**src/pkg/ocs_pkg.sv**
```systemverilog
`default_nettype none
package ocs_pkg;
   // ----------------------------------------
   // Clock and timing
   // ----------------------------------------
   localparam int          CLK_PERIOD_NS      = 10;
   localparam int          CLK_TO_OUT_NS      = 20;
   localparam int          CLK_TO_OUT_CYC     = (CLK_TO_OUT_NS + CLK_PERIOD_NS - 1) / CLK_PERIOD_NS;
   localparam logic [2:0]  ALIGN_EDGES_ZERO   = 3'h5;
   localparam logic [2:0]  ALIGN_EDGES_OTHER  = 3'h4;
   // ----------------------------------------
   // Register map (index, byte address = 4 * index)
   // ----------------------------------------
   localparam logic [4:0]  EXT_CONFIG_IDX     = 5'h09;
   localparam logic [4:0]  OUTPUT_MODE_IDX    = 5'h10;
   localparam logic [4:0]  STATUS_IDX         = 5'h11;
   localparam logic [15:0] EXT_CONFIG_RESET   = 16'h03ff;
   localparam logic [2:0]  OUTPUT_MODE_RESET  = 3'h1;
   // ----------------------------------------
   // Field positions
   // ----------------------------------------
   localparam int          PATTERN_EN_BIT     = 15;
   localparam int          TRIM_DISABLE_BIT   = 14;
   localparam int          DEMUX_BIT          = 0;
   localparam int          DDR_BIT            = 1;
   localparam int          EDGE_BIT           = 2;
   // ----------------------------------------
   // Held clock level, indexed by {ddr, edge}
   // ----------------------------------------
   localparam logic [3:0]  HELD_LEVEL_TABLE   = 4'h6;
   // ----------------------------------------
   // Test pattern words and complement masks
   // ----------------------------------------
   localparam logic [7:0]  WORD_DQ_DEMUX      = 8'h01;
   localparam logic [7:0]  WORD_DI_DEMUX      = 8'h02;
   localparam logic [7:0]  WORD_Q_DEMUX       = 8'h03;
   localparam logic [7:0]  WORD_I_DEMUX       = 8'h04;
   localparam logic [7:0]  WORD_Q_DIRECT      = 8'h01;
   localparam logic [7:0]  WORD_I_DIRECT      = 8'h02;
   localparam logic [9:0]  COMP_MASK_DEMUX    = 10'h00a;
   localparam logic [9:0]  COMP_MASK_DIRECT   = 10'h132;
   localparam logic [3:0]  SEQ_LEN_DEMUX      = 4'h5;
   localparam logic [3:0]  SEQ_LEN_DIRECT     = 4'ha;
   // ----------------------------------------
   // Output clock sequencer states
   // ----------------------------------------
   typedef enum logic [1:0] {
      ST_HOLD = 2'b00,
      ST_WAIT = 2'b01,
      ST_RUN  = 2'b10
   } ocs_state_e;
endpackage : ocs_pkg
`default_nettype wire

```
**src/ocs_output_clock_sync.sv**
```systemverilog
`timescale 1ns/1ps
`default_nettype none
module ocs_output_clock_sync
(
   // Clock and reset
   input  wire logic        clock_in,
   input  wire logic        nrst_in,
   // AHB-Lite slave
   input  wire logic        hsel_in,
   input  wire logic [31:0] haddr_in,
   input  wire logic [1:0]  htrans_in,
   input  wire logic        hwrite_in,
   input  wire logic [2:0]  hsize_in,
   input  wire logic [31:0] hwdata_in,
   input  wire logic        hready_in,
   output logic      [31:0] hrdata_out,
   output logic             hreadyout_out,
   output logic             hresp_out,
   // Sample clock and output clock reset pins
   input  wire logic        sample_clock_in,
   input  wire logic        output_clock_reset_in,
   // Converter core side
   input  wire logic        calibration_running_in,
   input  wire logic [7:0]  conv_delayed_q_in,
   input  wire logic [7:0]  conv_delayed_i_in,
   input  wire logic [7:0]  conv_q_in,
   input  wire logic [7:0]  conv_i_in,
   input  wire logic        conv_out_of_range_in,
   // Output ports
   output logic      [7:0]  delayed_q_port_out,
   output logic      [7:0]  delayed_i_port_out,
   output logic      [7:0]  q_port_out,
   output logic      [7:0]  i_port_out,
   output logic             out_of_range_out,
   output logic             forwarded_data_clock_out
);
   // ----------------------------------------
   // State
   // ----------------------------------------
   typedef struct packed {
      logic [1:0]                          samp_sync;
      logic                                samp_prev;
      logic [1:0]                          rst_sync;
      ocs_pkg::ocs_state_e                 state;
      logic [2:0]                          wait_cnt;
      logic                                div;
      logic [3:0]                          pat_idx;
      logic                                forwarded_data_clock_int;
      logic [ocs_pkg::CLK_TO_OUT_CYC-1:0]  forwarded_data_clock_dly;
      logic [15:0]                         ext_config;
      logic [2:0]                          out_mode;
      logic                                wr_pend;
      logic [4:0]                          wr_idx;
      logic [31:0]                         rdata;
      logic [7:0]                          dq;
      logic [7:0]                          di;
      logic [7:0]                          q;
      logic [7:0]                          i;
      logic                                oor;
   } ocs_state_s;

   ocs_state_s st_reg;
   ocs_state_s st_next;

   // ----------------------------------------
   // Functions
   // ----------------------------------------
   function automatic logic held_level(input logic [2:0] mode);
      held_level = ocs_pkg::HELD_LEVEL_TABLE[{mode[ocs_pkg::DDR_BIT],
                                              mode[ocs_pkg::EDGE_BIT]}];
   endfunction : held_level

   function automatic logic [2:0] align_edges(input logic [2:0] mode);
      if (mode[ocs_pkg::DEMUX_BIT] && mode[ocs_pkg::DDR_BIT] && !mode[ocs_pkg::EDGE_BIT])
         align_edges = ocs_pkg::ALIGN_EDGES_ZERO;
      else
         align_edges = ocs_pkg::ALIGN_EDGES_OTHER;
   endfunction : align_edges

   function automatic logic [7:0] pat_word(input logic [7:0] w, input logic comp);
      pat_word = comp ? ~w : w;
   endfunction : pat_word

   // ----------------------------------------
   // Combinational next state
   // ----------------------------------------
   logic       fall_en;
   logic       rst_act;
   logic       demux;
   logic       ddr;
   logic       freeze;
   logic       strobe;
   logic       comp;
   logic [3:0] seq_len;
   logic [4:0] a_idx;
   logic       a_valid;
   logic       restart;
   logic [3:0] cur_idx;

   always_comb
   begin
      st_next = st_reg;
      // ----------------------------------------
      // Synchronisers and edge detect
      // ----------------------------------------
      // Only the second stage of each synchroniser is read
      st_next.samp_sync = {st_reg.samp_sync[0], sample_clock_in};
      st_next.rst_sync  = {st_reg.rst_sync[0], output_clock_reset_in};
      st_next.samp_prev = st_reg.samp_sync[1];
      // Edge seen two clocks after the pin: the price of a clean sync
      fall_en = st_reg.samp_prev && !st_reg.samp_sync[1];
      rst_act = st_reg.rst_sync[1];
      demux   = st_reg.out_mode[ocs_pkg::DEMUX_BIT];
      ddr     = st_reg.out_mode[ocs_pkg::DDR_BIT];
      // Calibration may stop the clock; capture logic must not rely on it
      freeze  = calibration_running_in
                && !st_reg.ext_config[ocs_pkg::TRIM_DISABLE_BIT];
      seq_len = demux ? ocs_pkg::SEQ_LEN_DEMUX : ocs_pkg::SEQ_LEN_DIRECT;
      strobe  = 1'b0;
      restart = 1'b0;

      // ----------------------------------------
      // Output clock sequencer
      // ----------------------------------------
      unique case (st_reg.state)
         ocs_pkg::ST_HOLD:
         begin
            // Held level follows a mode write even while reset stands
            st_next.forwarded_data_clock_int = held_level(st_reg.out_mode);
            if (fall_en && !rst_act)
            begin
               st_next.state    = ocs_pkg::ST_WAIT;
               st_next.wait_cnt = align_edges(st_reg.out_mode);
            end
         end
         ocs_pkg::ST_WAIT:
         begin
            if (fall_en)
            begin
               if (st_reg.wait_cnt == 3'h1)
               begin
                  // Common phase for every device released together
                  st_next.state   = ocs_pkg::ST_RUN;
                  st_next.div     = 1'b0;
                  // Index restarts so released devices all begin on T0
                  restart         = 1'b1;
                  strobe          = 1'b1;
               end
               else
               begin
                  st_next.wait_cnt = st_reg.wait_cnt - 3'h1;
               end
            end
         end
         ocs_pkg::ST_RUN:
         begin
            if (fall_en)
            begin
               st_next.div = ~st_reg.div;
               strobe      = !demux || st_reg.div;
               if (freeze)
                  st_next.forwarded_data_clock_int = held_level(st_reg.out_mode);
               else if (!(demux && ddr) || st_reg.div)
                  st_next.forwarded_data_clock_int = ~st_reg.forwarded_data_clock_int;
            end
         end
         default:
         begin
            st_next.state = ocs_pkg::ST_HOLD;
         end
      endcase
      if (rst_act)
         st_next.state = ocs_pkg::ST_HOLD;

      // ----------------------------------------
      // Data ports: pattern or converted samples, one word per strobe
      // ----------------------------------------
      cur_idx = restart ? 4'h0 : st_reg.pat_idx;
      comp    = demux ? ocs_pkg::COMP_MASK_DEMUX[cur_idx]
                      : ocs_pkg::COMP_MASK_DIRECT[cur_idx];
      if (strobe)
      begin
         if (st_reg.ext_config[ocs_pkg::PATTERN_EN_BIT])
         begin
            if (demux)
            begin
               st_next.dq = pat_word(ocs_pkg::WORD_DQ_DEMUX, comp);
               st_next.di = pat_word(ocs_pkg::WORD_DI_DEMUX, comp);
               st_next.q  = pat_word(ocs_pkg::WORD_Q_DEMUX, comp);
               st_next.i  = pat_word(ocs_pkg::WORD_I_DEMUX, comp);
            end
            else
            begin
               st_next.dq = 8'h00;
               st_next.di = 8'h00;
               st_next.q  = pat_word(ocs_pkg::WORD_Q_DIRECT, comp);
               st_next.i  = pat_word(ocs_pkg::WORD_I_DIRECT, comp);
            end
            st_next.oor = comp;
         end
         else
         begin
            st_next.dq  = conv_delayed_q_in;
            st_next.di  = conv_delayed_i_in;
            st_next.q   = conv_q_in;
            st_next.i   = conv_i_in;
            st_next.oor = conv_out_of_range_in;
         end
         // A stale index past the end wraps rather than running on
         st_next.pat_idx = (cur_idx >= seq_len - 4'h1) ? 4'h0
                           : cur_idx + 4'h1;
      end

      // ----------------------------------------
      // Same fixed delay line on restart and in normal running
      // ----------------------------------------
      st_next.forwarded_data_clock_dly = {st_reg.forwarded_data_clock_dly[ocs_pkg::CLK_TO_OUT_CYC-2:0],
                          st_next.forwarded_data_clock_int};

      // ----------------------------------------
      // AHB-Lite data phase write
      // ----------------------------------------
      if (st_reg.wr_pend && st_reg.wr_idx == ocs_pkg::EXT_CONFIG_IDX)
         st_next.ext_config = hwdata_in[15:0];
      if (st_reg.wr_pend && st_reg.wr_idx == ocs_pkg::OUTPUT_MODE_IDX)
         st_next.out_mode = hwdata_in[2:0];

      // ----------------------------------------
      // AHB-Lite address phase
      // ----------------------------------------
      // Config register is write-only: its reads fall through to zero
      a_idx   = haddr_in[6:2];
      a_valid = hsel_in && htrans_in[1] && hready_in;
      st_next.wr_pend = a_valid && hwrite_in;
      st_next.wr_idx  = a_idx;
      st_next.rdata   = 32'h0000_0000;
      if (a_valid && !hwrite_in)
      begin
         if (a_idx == ocs_pkg::OUTPUT_MODE_IDX)
            st_next.rdata = {29'h0000_0000, st_reg.out_mode};
         else if (a_idx == ocs_pkg::STATUS_IDX)
            st_next.rdata = {24'h00_0000, st_reg.pat_idx,
                             st_reg.ext_config[ocs_pkg::PATTERN_EN_BIT],
                             st_reg.forwarded_data_clock_int, st_reg.state};
      end
   end

   // ----------------------------------------
   // Registers
   // ----------------------------------------
   always_ff @(posedge clock_in or negedge nrst_in)
   begin
      if (!nrst_in)
      begin
         st_reg            <= '0;
         st_reg.state      <= ocs_pkg::ST_HOLD;
         st_reg.ext_config <= ocs_pkg::EXT_CONFIG_RESET;
         st_reg.out_mode   <= ocs_pkg::OUTPUT_MODE_RESET;
      end
      else
      begin
         st_reg <= st_next;
      end
   end

   // ----------------------------------------
   // Outputs
   // ----------------------------------------
   assign hrdata_out               = st_reg.rdata;
   assign hreadyout_out            = 1'b1;
   assign hresp_out                = 1'b0;
   assign delayed_q_port_out       = st_reg.dq;
   assign delayed_i_port_out       = st_reg.di;
   assign q_port_out               = st_reg.q;
   assign i_port_out               = st_reg.i;
   assign out_of_range_out         = st_reg.oor;
   assign forwarded_data_clock_out = st_reg.forwarded_data_clock_dly[ocs_pkg::CLK_TO_OUT_CYC-1];

endmodule : ocs_output_clock_sync
`default_nettype wire

```
**config.mk**
```make
export PLATFORM = sky130hd
export DESIGN_NAME = ocs_output_clock_sync
export DESIGN_NICKNAME = d
export VERILOG_FILES = /design/src/pkg/ocs_pkg.sv /design/src/ocs_output_clock_sync.sv
export SDC_FILE = /design/constraint.sdc
export NUM_CORES = 1
export LEC_CHECK = 0
export BUFFER_PORTS_ARGS = -buffer_cell sky130_fd_sc_hd__buf_2
export CAP_MARGIN = 20
export CORE_UTILIZATION = 47
export CTS_CLUSTER_DIAMETER = 40
export DETAILED_ROUTE_END_ITERATION = 10
export GPL_TIMING_DRIVEN = 1
export HOLD_SLACK_MARGIN = 0.1
export PLACE_DENSITY = 0.81
export REMOVE_ABC_BUFFERS = 1
export SLEW_MARGIN = 20
export SYNTH_ARGS = -nofsm -noshare
export SYNTH_HDL_FRONTEND = slang
export SYNTH_SLANG_ARGS = --single-unit
```
**constraint.sdc**
```tcl
create_clock -name clock_in -period 2.4 [get_ports clock_in]
set_input_delay 0.12 -clock clock_in [delete_from_list [all_inputs] [get_ports clock_in]]
set_output_delay 0.12 -clock clock_in [all_outputs]
set_load 0.05 [all_outputs]
```
==> out/results.ini <==
[critical_path]
r2r_slack_ns = 0.08
reg2reg_depth = 10
path_class = reg -> reg
cp-startpoint = st_reg[102]
required_ns = 2.64
start_kind = flop
r2r-end = st_reg[96]
cp-end-kind = flop
rr_startpoint = st_reg[102]
arrival_ns = 2.56
crit_path_max_fanout = 3

[cells_and_area]
finalNonFillerCells = 585
final_core_util_pct = 60.1
regArea_mm2 = 0.00173
diodes = 0
fillCellCount = 651
fin_nets = 597
fin_area_mm2 = 0.00462
multi_input_area_mm2 = 0.00150
areaGrowthSynthToFinish_pct = 23.6
largest_reg_flops = 20
layout-drive-gt1-share_pct = 30.0

[clock_network]
clkTransAtPathRegs_ns = 0.08
cts_tree = built
cts_buffers = 9
htree_levels = 3
cts_buffer_depth = 2
cts_sinks = 69
ctsRootBufferMaster = clkbuf_8
worst_skew_pair.late_latency_ns = 0.34

[detailed_routing]
route.met3.wl_um = 439
wl_met1_um = 3340
viasPerCell = 4.87
drc = 0
routed-wl-met2_um = 3930
ant_nets = 0
dr.pass1.iters = 4
highest-signal-layer = met4
wl_um = 7870
drtIter0Drc = 103
vias = 2848
wl_per_cell_um = 13.5

[floorplan]
floorplan.initialDensity_pct = 48.6
die_x_um = 91.2
die_area_mm2 = 0.00831
core.rowCount = 32
fp.dieH_um = 91.2
core_area_mm2 = 0.00769
io_pins = 178

[sta]
post-route-period-util_pct = 96.8
fmax_ghz = 0.431
setup_viol = 0
worst-slew-pin-transition_ns = 0.786
hold_viol = 0
fin_worst_skew_ns = 0.00813
whs_ns = 0.191
setup_tns_ns = 0
final.setup.worst_slack_ns = 0.0773
slew_violations = 0
slew_headroom_pct = 47.6
fin_crit_ns = 2.32

[place]
dp_worst_setup_slack_ns = 0.0287
gp_congestion = 0.851
portBuffers = 93
dp_cells = 520
placed_cell_area_mm2 = 0.00392
dp_hpwl_um = 4940

[global_route]
grt_pass1_wl_um = 12900
grt_max_degree = 52
antenna_found_initial = 0
overflow = 0
grt_pass1_vias = 2826
grtUsageTotal_pct = 19.4

[synth]
syn_inst = 377
ys.flop_type = dfrtp_1
synth_area_per_cell_um2 = 9.91
async_flop_share_pct = 100
ys_seq_area_share_pct = 46.2
ys_ff_latch = 69
ys.warnings.count = 0
synth_edf_count = 0
netlist_area_mm2 = 0.00374
synth_cell_type_count = 49

[pwr]
total_power_mw = 3.90
p_per_area_mw_per_mm2 = 844
vdd_drop_max_mv = 0.453
power.leakage_nw = 2.11

[worst_hold_path]
hold_depth = 4
holdCritStartpoint = calibration_running_in
hold_class = in -> reg

[run]
drv_cap = 0

[run_status]
outcome = completed

## area by class of cell
class | count | share of cell area [%]
clock buffer | 11 | 3.06
clock inverter | 5 | 1.27
inverter | 11 | 0.894
multi-input combinational | 239 | 32.4
sequential | 69 | 37.4
tap | 102 | 2.76
timing repair buffer | 148 | 22.2
## synthesized netlist by cell type, types with 3 or more instances
cell type  instances  area, um^2
a21oi_1           10        50.1
a21oi_2           10        87.6
a31oi_1           18         113
and2_1             5        31.3
buf_2              6        30.0
buf_4             67         503
clkbuf_1           7        26.3
dfrtp_1           68        1700
ha_1               9         113
inv_1             10        37.5
mux2_2             6        67.6
mux2i_1           10         100
nand2_1           15        56.3
nand2b_1          36         225
nor2_1            46         173
nor4_1             3        18.8
o21a_1             4        30.0
o21ai_0            8        40.0
## power by group
group / total (mW) / internal (mW) / switching [mW]
logic: 1.44 / 0.457 / 0.981
clock network: 0.944 / 0.510 / 0.433
registers: 1.52 / 1.36 / 0.158
total: 3.90 / 2.33 / 1.57
## how the worst max path moves through the flow
stage,cells past startpoint,slack (ns),endpoint
after floorplan,10,0.09,st_reg[96]
after global placement,10,0.11,st_reg[96]
after detailed placement,10,0.03,st_reg[96]
after CTS,10,0.004,st_reg[96]
after global routing,10,-0.06,st_reg[96]
final,10,0.08,st_reg[96]
## per-layer routing
metal	track usage, %	vias to the layer above
li1	-	1367
met4	7.94	0
met1	23.5	1346
met5	0	-
met3	3.60	20
met2	34.0	115
## cells in the final DEF (no fill, tap or decap), types with 2 or more instances in the layout
cell            n
o21ai_0         8
a21oi_1        10
conb_1         26
mux2i_1        10
nor4_1          3
a31oi_1        18
nor2_1         46
and2_1          5
nor3_1          2
nand4_1         2
nand3_1         2
dfrtp_1        67
nand2b_1       36
mux2_2          6
ha_1            8
buf_4           5
inv_1          10
dlygate4sd3_1  48
or2_2           2
o211ai_1        2
buf_12          2
o21a_1          4
nand2_1        14
clkinvlp_4      2
clkbuf_8       10
a21oi_2        10
buf_2          93
nor3b_1         2
## logic make-up after synthesis
logic type,count (synthesis),synth area share (%)
AOI/OAI and AO/OA,62,11.6
xor gates and xnor gates,2,0.469
adders and majority gates,9,3.01
buffers and inverters,93,16.5
DFF,69,46.2
muxes,18,5.19
other,2,0.201
and+or+nand+nor,122,16.8
## timing repair
action / in CTS / in global routing
endpoints found under the hold margin: 80 / 0
setup buffers: 0 / 1
setup endpoints to repair: 0 / 14
hold buffers: 48 / 0
gates resized for setup: 0 / 5
## worst max-delay path: stages, from the launching register on
cell	delay (ns)
dfrtp_1	0.38
inv_1	0.09
ha_1	0.19
and3b_1	0.19
nand2_1	0.09
nand2_1	0.07
ha_1	0.28
nand2b_1	0.16
o22a_1	0.21
or3_4	0.35
o31ai_2	0.21
Note: power is estimated with default switching activity, not from simulation.
